<file path="config.mk">
export PLATFORM = sky130hd
export DESIGN_NAME = mdfs_ctrl
export DESIGN_NICKNAME = d
export VERILOG_FILES = /design/src/pkg/mdfs_pkg.sv /design/src/hw/mdfs_pwm_phase.sv /design/src/hw/mdfs_ctrl.sv
export VERILOG_INCLUDE_DIRS = /design/src /design/src/pkg
export SDC_FILE = /design/constraint.sdc
export NUM_CORES = 1
export LEC_CHECK = 0
export BUFFER_PORTS_ARGS = -buffer_cell sky130_fd_sc_hd__buf_2
export CORE_ASPECT_RATIO = 0.9
export CORE_MARGIN = 2
export CORE_UTILIZATION = 55
export DETAILED_ROUTE_END_ITERATION = 12
export PLACE_DENSITY = 0.71
export SETUP_SLACK_MARGIN = 0.05
export SYNTH_ARGS = -nofsm -noshare
export SYNTH_HDL_FRONTEND = slang
export SYNTH_SLANG_ARGS = --single-unit
</file>
<file path="constraint.sdc">
create_clock -name clk -period 13.6 [get_ports clk]
set_input_delay 2.72 -clock clk [delete_from_list [all_inputs] [get_ports clk]]
set_output_delay 2.72 -clock clk [all_outputs]
set_load 0.01 [all_outputs]
</file>
<file path="src/pkg/mdfs_params.svh">
// Purpose: constants for the motor driver fault supervisor controller
// Assumes: 10 MHz clock, 100 ns period
// Notes:   software register map is local to this controller
`ifndef MDFS_PARAMS_SVH
`define MDFS_PARAMS_SVH

// Clock period in nanoseconds
`define MDFS_CLK_NS         100
// Least wait after a latched shutdown before clearing, in milliseconds
`define MDFS_RECOVER_MS     1000
`define MDFS_RECOVER_CYC    ((`MDFS_RECOVER_MS * 1000000 + `MDFS_CLK_NS - 1) / `MDFS_CLK_NS)
// Least low-side on time in every PWM cycle, in nanoseconds
`define MDFS_MIN_LOW_NS     50
`define MDFS_MIN_LOW_CYC    ((`MDFS_MIN_LOW_NS + `MDFS_CLK_NS - 1) / `MDFS_CLK_NS)
// Width of the clear-low pulse, in cycles
`define MDFS_CLR_LOW_CYC    4
// Register offsets
`define MDFS_REG_CTRL       4'h0
`define MDFS_REG_STATUS     4'h1
`define MDFS_REG_DUTY_A     4'h2
`define MDFS_REG_DUTY_B     4'h3
`define MDFS_REG_DUTY_C     4'h4
`define MDFS_REG_PERIOD     4'h5
// Control field positions
`define MDFS_CTRL_RUN       0
`define MDFS_CTRL_CLEAR     1
`define MDFS_CTRL_DERATE    2
// Reset values
`define MDFS_PERIOD_RST     16'h03E8
`define MDFS_DUTY_RST       16'h0000

`endif

</file>
<file path="src/pkg/mdfs_pkg.sv">
// Purpose: types for the motor driver fault supervisor controller
// Assumes: nothing
// Notes:   one-hot state codes
`default_nettype none
package mdfs_pkg;
    // Supervisor states
    typedef enum logic [4:0] {
        MDFS_PWRUP   = 5'h01,
        MDFS_RUN     = 5'h02,
        MDFS_WAIT    = 5'h04,
        MDFS_CLR_LO  = 5'h08,
        MDFS_IDLE    = 5'h10
    } mdfs_state_t;
    // Decoded device status
    typedef enum logic [1:0] {
        MDFS_ST_BOTH  = 2'h0,
        MDFS_ST_SHUT  = 2'h1,
        MDFS_ST_WARN  = 2'h2,
        MDFS_ST_OK    = 2'h3
    } mdfs_status_t;
endpackage : mdfs_pkg
`default_nettype wire

</file>
<file path="src/hw/mdfs_pwm_phase.sv">
// Purpose: one PWM phase with a guaranteed low-side time each period
// Assumes: period and duty stable across a period boundary
// Notes:   duty is clamped so the low part is never shorter than the minimum
`include "mdfs_params.svh"
`default_nettype none
module mdfs_pwm_phase (
    // Clock and reset
    input  wire logic        clk,
    input  wire logic        rst,
    // Settings
    input  wire logic        enable,
    input  wire logic [15:0] period,
    input  wire logic [15:0] duty,
    input  wire logic [15:0] count,
    // Pin drive
    output logic             pwm
);
    import mdfs_pkg::*;

    localparam logic [15:0] MIN_LOW = 16'(`MDFS_MIN_LOW_CYC);

    // Highest duty that still leaves the low side on long enough
    wire logic [15:0] max_duty = (period > MIN_LOW) ? period - MIN_LOW : 16'h0000;
    wire logic [15:0] eff_duty = (duty > max_duty) ? max_duty : duty;
    wire logic        next_pwm = enable && (count < eff_duty);

    // Registered pin drive, free of glitches
    always_ff @(posedge clk) begin
        if (rst) begin
            pwm <= 1'b0;
        end else begin
            pwm <= next_pwm;
        end
    end

    // Low part of every period is at least the minimum
    a_low_side_min: assert property (@(posedge clk) disable iff (rst)
        (count >= max_duty) |-> ##1 !pwm)
        else $error("pwm high inside the reserved low-side time");
endmodule : mdfs_pwm_phase
`default_nettype wire

</file>
<file path="src/hw/mdfs_ctrl.sv">
// Purpose: controller that drives and supervises a three-phase half-bridge driver
// Assumes: device status pins are already synchronous to clk
// Notes:   fault pins are open-drain, read as levels; no clock on the link
//
// The address-and-strobe port and the placing of the registers were decided locally.
`include "mdfs_params.svh"
`default_nettype none
module mdfs_ctrl #(
    parameter int unsigned RECOVER_CYC = `MDFS_RECOVER_CYC
) (
    // Clock and reset
    input  wire logic               clk,
    input  wire logic               rst,
    // Software port
    input  wire logic [3:0]         addr,
    input  wire logic [15:0]        wdata,
    input  wire logic               wr,
    input  wire logic               rd,
    output logic [15:0]             rdata,
    // Device drive pins
    output logic [2:0]              pwm,
    output logic [2:0]              phase_clear_n,
    // Device status pins, open-drain lines read as levels
    input  wire logic               shutdown_n,
    input  wire logic               thermal_warn_n,
    // Status to the system
    output mdfs_pkg::mdfs_status_t  dev_status,
    output logic                    derate
);
    import mdfs_pkg::*;

    localparam logic [31:0] REC_MAX = 32'(RECOVER_CYC);
    localparam logic [2:0]  CLR_LEN = 3'(`MDFS_CLR_LOW_CYC);

    mdfs_state_t  state;          // Supervisor state
    mdfs_state_t  next_state;     // Its next value
    logic         run;            // Software run request
    logic         derate_en;      // Software allows derating on warning
    logic         clear_req;      // Pending manual clear
    logic [15:0]  duty [3];       // Per-phase duty in cycles
    logic [15:0]  period;         // PWM period in cycles
    logic [15:0]  count;          // Shared PWM counter
    logic [31:0]  wait_cnt;       // Time since shutdown
    logic [2:0]   clr_cnt;        // Length of clear-low pulse
    logic         shut_seen;      // Sticky shutdown event
    logic         warn_seen;      // Sticky warning event
    logic         ok_prev;        // Shutdown flag one cycle back
    logic         run_prev;       // Running one cycle back

    // Register decode
    wire logic wr_ctrl   = wr && (addr == `MDFS_REG_CTRL);
    wire logic wr_period = wr && (addr == `MDFS_REG_PERIOD);
    wire logic rd_status = rd && (addr == `MDFS_REG_STATUS);
    wire logic shut_now  = !shutdown_n;
    wire logic warn_now  = !thermal_warn_n;
    wire logic wait_done = (wait_cnt >= REC_MAX - 32'd1);
    wire logic clr_done  = (clr_cnt == CLR_LEN - 3'd1);
    wire logic drive_on  = (state == MDFS_RUN);
    wire logic per_end   = (count >= period - 16'd1);

    // Flag pair decode straight from the pins
    assign dev_status = mdfs_status_t'({shutdown_n, thermal_warn_n});

    // Clears low in every state but running, covering power-up and -down
    assign phase_clear_n = (state == MDFS_RUN) ? 3'h7 : 3'h0;

    // Read mux; status shows the state and sticky flags
    wire logic [15:0] status_word = {9'h000, state, warn_seen, shut_seen};
    wire logic [15:0] sel_word =
        (addr == `MDFS_REG_CTRL)   ? {13'h0000, derate_en, clear_req, run} :
        (addr == `MDFS_REG_STATUS) ? status_word :
        (addr == `MDFS_REG_DUTY_A) ? duty[0] :
        (addr == `MDFS_REG_DUTY_B) ? duty[1] :
        (addr == `MDFS_REG_DUTY_C) ? duty[2] :
        (addr == `MDFS_REG_PERIOD) ? period : 16'h0000;

    // Next state logic
    always_comb begin
        next_state = state;
        unique case (state)
            MDFS_PWRUP:  next_state = run ? MDFS_CLR_LO : MDFS_PWRUP;
            MDFS_RUN: begin
                if (!run) begin
                    next_state = MDFS_IDLE;
                end else if (shut_now && run_prev) begin
                    // First running cycle ignored: the flag lags the clear edge
                    next_state = MDFS_WAIT;
                end
            end
            // A self-recovering fault ends before the wait; the clear is harmless then
            MDFS_WAIT:   next_state = (wait_done && clear_req) ? MDFS_CLR_LO : MDFS_WAIT;
            MDFS_CLR_LO: next_state = clr_done ? MDFS_RUN : MDFS_CLR_LO;
            MDFS_IDLE:   next_state = run ? MDFS_CLR_LO : MDFS_IDLE;
            default:     next_state = MDFS_PWRUP;
        endcase
    end

    // State register
    always_ff @(posedge clk) begin
        if (rst) begin
            state <= MDFS_PWRUP;
        end else begin
            state <= next_state;
        end
    end

    // Running one cycle back; without it a stale flag re-enters the wait
    always_ff @(posedge clk) begin
        if (rst) begin
            run_prev <= 1'b0;
        end else begin
            run_prev <= drive_on;
        end
    end

    // Control register writes
    always_ff @(posedge clk) begin
        if (rst) begin
            run       <= 1'b0;
            derate_en <= 1'b0;
        end else if (wr_ctrl) begin
            run       <= wdata[`MDFS_CTRL_RUN];
            derate_en <= wdata[`MDFS_CTRL_DERATE];
        end
    end

    // Clear request: set by software, dropped once used
    always_ff @(posedge clk) begin
        if (rst) begin
            clear_req <= 1'b0;
        end else if (wr_ctrl && wdata[`MDFS_CTRL_CLEAR]) begin
            clear_req <= 1'b1;
        end else if (state == MDFS_CLR_LO) begin
            clear_req <= 1'b0;
        end
    end

    // Duty and period registers, one write port per phase
    generate
        for (genvar i = 0; i < 3; i++) begin : g_duty
            always_ff @(posedge clk) begin
                if (rst) begin
                    duty[i] <= `MDFS_DUTY_RST;
                end else if (wr && (addr == `MDFS_REG_DUTY_A + 4'(i))) begin
                    duty[i] <= wdata;
                end
            end
            // Phase generator with low-side floor
            mdfs_pwm_phase u_phase (
                .clk    (clk),
                .rst    (rst),
                .enable (drive_on && !shut_now),
                .period (period),
                .duty   ((derate && derate_en) ? (duty[i] >> 1) : duty[i]),
                .count  (count),
                .pwm    (pwm[i])
            );
        end
    endgenerate

    always_ff @(posedge clk) begin
        if (rst) begin
            period <= `MDFS_PERIOD_RST;
        end else if (wr_period) begin
            period <= wdata;
        end
    end

    // Shared PWM counter
    always_ff @(posedge clk) begin
        if (rst || per_end) begin
            count <= 16'h0000;
        end else begin
            count <= count + 16'd1;
        end
    end

    // Time since shutdown; counts only while waiting, saturates
    always_ff @(posedge clk) begin
        if (rst || state != MDFS_WAIT) begin
            wait_cnt <= 32'h00000000;
        end else if (!wait_done) begin
            wait_cnt <= wait_cnt + 32'd1;
        end
    end

    // Clear-low pulse length
    always_ff @(posedge clk) begin
        if (rst || state != MDFS_CLR_LO) begin
            clr_cnt <= 3'h0;
        end else begin
            clr_cnt <= clr_cnt + 3'd1;
        end
    end

    // Sticky flags; a new event beats the read-clear
    always_ff @(posedge clk) begin
        if (rst) begin
            shut_seen <= 1'b0;
            warn_seen <= 1'b0;
            ok_prev   <= 1'b1;
        end else begin
            shut_seen <= (shut_now && ok_prev) || (shut_seen && !rd_status);
            warn_seen <= warn_now || (warn_seen && !rd_status);
            ok_prev   <= shutdown_n;
        end
    end

    // Warning derate level output
    always_ff @(posedge clk) begin
        if (rst) begin
            derate <= 1'b0;
        end else begin
            derate <= warn_now;
        end
    end

    // Read data one cycle after the strobe
    always_ff @(posedge clk) begin
        if (rst) begin
            rdata <= 16'h0000;
        end else begin
            rdata <= rd ? sel_word : 16'h0000;
        end
    end

    // No clear edge until the full wait has passed
    a_clear_wait: assert property (@(posedge clk) disable iff (rst)
        (state == MDFS_WAIT && next_state == MDFS_CLR_LO) |-> wait_cnt >= REC_MAX - 32'd1)
        else $error("clear issued before the recovery wait");

    // All clears low together, then all released together
    a_clear_all: assert property (@(posedge clk) disable iff (rst)
        $rose(phase_clear_n[0]) |-> phase_clear_n == 3'h7 && $past(phase_clear_n) == 3'h0)
        else $error("clears not cycled on all three phases");

    // Clears low while powered up but not running
    a_pwrup_low: assert property (@(posedge clk) disable iff (rst)
        (state == MDFS_PWRUP) |-> phase_clear_n == 3'h0)
        else $error("clear released during power-up");

    // Drive stops one cycle after a shutdown flag
    a_fault_stop: assert property (@(posedge clk) disable iff (rst)
        shut_now |-> ##1 (pwm == 3'h0))
        else $error("pwm still driven after shutdown flag");

    // Derate follows the warning pin one cycle later
    a_derate: assert property (@(posedge clk) disable iff (rst)
        warn_now |=> derate)
        else $error("derate missed a thermal warning");
endmodule : mdfs_ctrl
`default_nettype wire

</file>
# Word-level counts from Yosys, hierarchy flattened
# Memories as Yosys holds them, arrays and structs flattened.
# Index checks and enable logic that the tools add are counted.
# Widths: inputs -> output; s select.
word_totals:
  ff_bits: 99
  ram_bits: 48
  in_bits: 26
  output_inout_bits: 25
  elab_cells: 118
  n_memories: 1
classes:
  order_cmp: 9
  n_mux: 37
  reduce_logical: 30
  n_addsub: 4
  n_eq_ne: 14
  bitwise: 4
memory_table:
  columns: ["memory", "words", "word_bits", "rd", "rd_ports_with_merged_regs", "write_ports", "line_no", "text"]
  rows:
  - ["duty", 3, 16, 3, 0, 3, "mdfs_ctrl.sv:40", "logic [15:0] duty [3];"]
op_table:
  columns: ["cell", "n"]
  rows:
  - ["$mux 16", 14]
  - ["$gt 16x16->1", 3]
  - ["$lt 16x16->1", 3]
  - ["$add 32x1->32 const B", 1]
  - ["$ge 32x24->1 const B", 1]
  - ["$pmux 5 s5", 1]
  - ["$logic_and 1x1->1", 17]
  - ["$add 16x1->16 const B", 1]
  - ["$ge 16x16->1", 1]
  - ["$gt 16x1->1 const B", 1]
  - ["$sub 16x1->16 const B", 1]
  - ["$mux 5", 3]
  - ["$mux 1", 13]
  - ["$mux 4", 3]
  - ["$eq 4x2->1 const B", 2]
  - ["$eq 4x3->1 const B", 2]
  - ["$mux 7", 1]
  - ["$mux 3", 2]
  - ["$eq 5x1->1 const B", 1]
  - ["$eq 5x2->1 const B", 1]
  - ["$eq 5x3->1 const B", 1]
  - ["$eq 5x4->1 const B", 1]
  - ["$eq 5x5->1 const B", 1]
  - ["$logic_or 1x1->1", 5]
  - ["14 further kinds", 18]

# Depth between registers and ports, before layout
logic_depth:
  ltp_word: 7
  mapped_depth: 25

# Modules after synthesis
# Synthesis repeated with hierarchy kept, for this count alone.
unflattened:
  hier_cells: 1286
  hier_area_um2: 11304.6
modules_own_cells:
  columns: ["module", "cells_each", "seq_area_each_um2", "n_inst", "area_per_inst_um2"]
  rows:
  - ["mdfs_ctrl", 749, 3363.2, 1, 7318.3]
  - ["mdfs_pwm_phase", 179, 20.0, 3, 1328.8]

# Least setup slack after synthesis
# No wires, ideal clock.
synth_timing:
  path_kind: "input to output"
  from: "input thermal_warn_n"
  to: "output dev_status[0]"
  stages: 1
  arrival_ns: 2.839
  path_buffers: 1
  path_slack_ns: 8.041
  cell_sequence: "buf_4"
synth_rtl:
  columns: ["element", "line_no", "text"]
  rows:
  - ["start, declared", "mdfs_ctrl.sv:25", "input wire logic thermal_warn_n,"]
  - ["end, declared", "mdfs_ctrl.sv:27", "output mdfs_pkg::mdfs_status_t dev_status,"]
# No word-level cell between the ends.

# Worst setup path in the final report
layout_timing:
  from: "register period[8]"
  to: "register g_duty[2].u_phase.pwm"
layout_between:
  elab_chain_len: 6
  elab_cells_between_ends: 7
  cone_classes: "1 x add/sub; 3 x order compare; 2 x mux; 1 x reduce/logical"
layout_rtl:
  columns: ["element", "line_no", "text"]
  rows:
  - ["start, declared", "mdfs_ctrl.sv:41", "logic [15:0] period;"]
  - ["start signal, assigned", "mdfs_ctrl.sv:163", "period <= `MDFS_PERIOD_RST;"]
  - ["start signal, assigned", "mdfs_ctrl.sv:165", "period <= wdata;"]
  - ["$sub 16x1->16 or $gt 16x1->1 (tied branches)", "mdfs_pwm_phase.sv:23", "wire logic [15:0] max_duty = (period > MIN_LOW) ? period - MIN_LOW : 16'h0000;"]
  - ["$mux 16 (*)", "mdfs_pwm_phase.sv:23", null]
  - ["$gt 16x16->1", "mdfs_pwm_phase.sv:24", "wire logic [15:0] eff_duty = (duty > max_duty) ? max_duty : duty;"]
  - ["$mux 16 (*)", "mdfs_pwm_phase.sv:24", null]
  - ["$lt 16x16->1 (*)", "mdfs_pwm_phase.sv:25", "wire logic next_pwm = enable && (count < eff_duty);"]
  - ["$logic_and 1x1->1 (*)", "mdfs_pwm_phase.sv:25", null]
  - ["end signal, assigned", "mdfs_pwm_phase.sv:32", "pwm <= next_pwm;"]
  - ["end, declared", "mdfs_pwm_phase.sv:16", "output logic pwm"]
# Mark *: on every way between the ends. The rest lies on a longest branch, timed or not.
# A chain may end at the register's enable or synchronous reset.

==> flow_summary_export.csv <==
group,metric,value,unit
grt,antenna_found_initial,0,
setup_path,required,13.97,ns
clock_tree,path_clk_slew,0.06,ns
synth,postSynth.asyncResetShare,0,%
grt,top_usage_layer,"met1",
timing,hold_violations,0,
clock_tree,post_cts_buffers,0,
synth,syn_nets,1238,
final_layout,drive_gt1_share,13.3,%
timing,relSlewSlack,19.7,%
synth,synth_edf_count,48,
placement,place_hpwl,21.3,mm
timing,tightest_slew,1.19,ns
grt,grt_pass1_wl,44.4,mm
final_layout,mostFrequentLayoutCells,"ha_1, dfxtp_1, nand2_1",
placement,port_buffers,50,
setup_path,reg2reg_to,"g_duty[2].u_phase.pwm",
floorplanning,core,17800,um2
synth,syn_inst,1100,
floorplanning,io_pins,51,
setup_path,worstSetupStartpointType,"flip-flop",
timing,maxSlewViolCount,0,
floorplanning,die_w,147,um
clock_tree,cts_buffers,17,
drt,antenna_left,0,
timing,period_share,48.7,%
grt,grt_max_degree,51,
final_layout,diodes,0,
final_layout,fillers,1512,
power,peakVddDrop,91.2,uV
synth,syn-cell-area,10100,um2
grt,use_met2,43.1,%
synth,ys_ff_latch,147,
floorplanning,start_util,56.5,%
flow_run,drv_cap,0,
min_path,hp-class,"flip-flop to flip-flop",
timing,grt_setup_unrepaired,"false",
setup_path,cp_max_fo,27,
power,power_leakage,0.00458,uW
synth,synth_flop_cell,"dfxtp_1",
clock_tree,htree_levels,4,
setup_path,r2r_slack,6.98,ns
synth,synth.distinct_cells,64,
grt,grt_pass1_vias,7844,
grt,use_met3,4.88,%
min_path,min_path_cells,1,
timing,worst_hold_slack,0.440,ns
drt,viasPerCell,6.24,
setup_path,critPathArrivalTime,7.00,ns
timing,finClkSkew,0.0176,ns
floorplanning,die_h,132,um
timing,tns,0,ns
clock_tree,cts_hold_buf,0,
drt,wire_per_inst,20.4,um
setup_path,reg2reg_depth,21,
setup_path,endpoint_kind,"flip-flop",
final_layout,final_common_cell,"ha_1",
drt,vias,8595,
final_layout,areaGrowthSynthToFinish,9.36,%
drt,drt-initial-drc-count,1093,
drt,routed_wl,28.1,mm
drt,drc,0,
timing,fmax,151,MHz
synth,ys_warn_count,0,
grt,overflow,0,
synth,synth_seq_area_share,34.0,%
timing,min_period,6.62,ns
placement,finalWeightedCongestion,0.986,
timing,setup_viol,0,
clock_tree,cts_resized,0,
clock_tree,cts_tree,"yes",
drt,firstDrtPassIters,9,
min_path,holdPathEnd,"clr_cnt[0]",
floorplanning,rows,46,
final_layout,nNetsFinal,1263,
clock_tree,clock_latency,0.44,ns
status,status,"finished, final reports clean",
clock_tree,cts_buffer_depth,2,
power,p_per_area,97.2,nW/um2
floorplanning,dieArea,19400,um2
clock_tree,cts-root-buf,"clkbuf_16",
setup_path,critPathKind,"flip-flop to flip-flop",
clock_tree,cts_sinks,147,
min_path,min_from,"clr_cnt[0]",
synth,postSynthAreaPerCell,9.14,um2
grt,track_usage,29.4,%
grt,globalRouteMet1Util,44.8,%
setup_path,r2r_start,"period[8]",
## critical path: stages (launching register included)
cell and delay (ns):
dfxtp_1 0.39, or4_1 0.58, or4_1 0.54, nor2_1 0.70, nor2_1 0.15, inv_1 0.22
ha_1 0.28, nor2b_1 0.17, o211ai_1 0.17, o311ai_0 0.20, a2111oi_0 0.76, a2bb2oi_2 0.43
o21ai_0 0.17, o21ai_0 0.15, ha_1 0.36, a21o_1 0.17, a21o_1 0.17, a21oi_1 0.13
nor2_1 0.04, a2111oi_0 0.38, o221ai_1 0.18, o21ba_1 0.24
## routing by layer
metal,vias to the layer above,share of wire [%]
met4,0,1.8
met5,-,0
met2,375,42
met1,4055,48
met3,42,8.5
li1,4123,-
## synth_stat cells, drive strengths merged, types with 4 or more instances
| cell | number | area share (%) |
|---|---|---|
| or3 | 6 | 0.37 |
| xor2 | 14 | 1.2 |
| dfxtp | 99 | 20 |
| a22oi | 13 | 0.97 |
| o21ai | 49 | 2.4 |
| a222oi | 12 | 1.2 |
| a21oi | 66 | 3.3 |
| nand2 | 99 | 3.7 |
| o21a | 4 | 0.30 |
| and3 | 4 | 0.25 |
| a21o | 39 | 2.9 |
| nand4 | 29 | 1.8 |
| nand3 | 21 | 1.0 |
| inv | 33 | 1.2 |
| a31oi | 11 | 0.68 |
| nor4 | 17 | 1.1 |
| ha | 112 | 14 |
| nor3b | 4 | 0.30 |
| a211oi | 8 | 0.60 |
| and4 | 5 | 0.44 |
| buf | 15 | 1.2 |
| mux2 | 37 | 4.1 |
| nor2b | 15 | 0.93 |
| nor2 | 62 | 2.3 |
| a2111oi | 19 | 1.7 |
| or2 | 11 | 0.68 |
| and2 | 66 | 4.1 |
| nor3 | 24 | 1.2 |
| edfxtp | 48 | 14 |
| nand3b | 9 | 0.67 |
| or4 | 6 | 0.45 |
| mux2i | 21 | 2.1 |
| clkbuf | 37 | 1.4 |
| nand2b | 14 | 0.87 |
| xnor2 | 34 | 3.0 |
## report_power, final
group	leakage [uW]	switching, uW	internal, uW
Combinational	0.00304	74.1	47.0
Clock	0.000279	210	258
Sequential	0.00126	14.1	465
## logic make-up (layout without fill, tap and decap cells)
family	after synthesis	count (layout)	share of synthesized area (%)
buf+inv	85	123	3.82
fa+ha+maj	113	113	14.0
mux	58	58	6.23
compound gates	253	253	17.0
simple gates	396	396	20.6
flops	147	147	34.0
xor+xnor	48	48	4.26
## sequential cells by signal, indices dropped and copies added (netlist names), 3 cells and up
register and cells:
wait_cnt 32, rdata 16, period 16, count 16
state 5, clr_cnt 3, g_duty.u_phase.pwm 3, duty 48
## per-stage QoR
stage | total power [uW] | worst slack [ns] | cell area, um2 | cells | utilization, %
finish | 1070 | 6.98 | 11000 | 1378 | 61.8
floorplan | 564 | 8.04 | 10100 | 1100 | -
global placement | 605 | 7.26 | 10400 | 1346 | 58.6
global route | 1110 | 6.50 | 11000 | 1378 | 61.8
detailed placement | 606 | 7.15 | 10400 | 1346 | 58.6
CTS | 1070 | 7.11 | 11000 | 1378 | 61.8
## worst max path at each step
stage / start / to / slack, ns / depth (start not counted)
finish: period[8] / g_duty[2].u_phase.pwm / 6.98 / 21
global route: period[4] / g_duty[2].u_phase.pwm / 6.50 / 21
CTS: period[4] / g_duty[2].u_phase.pwm / 7.11 / 21
detailed placement: period[8] / g_duty[2].u_phase.pwm / 7.15 / 21
global placement: period[4] / g_duty[2].u_phase.pwm / 7.26 / 21
floorplan: thermal_warn_n / dev_status[0] / 8.04 / 1
## final cells by class
cell class	count	area (um2)	area share, %
timing repair buffer	58	310	2.82
sequential	147	3420	31.1
clock buffer	18	429	3.90
clock inverter	14	141	1.29
inverter	33	124	1.13
multi-input combinational	868	6270	57.0
tap	240	300	2.73
Note: power is estimated with default switching activity, not from simulation.
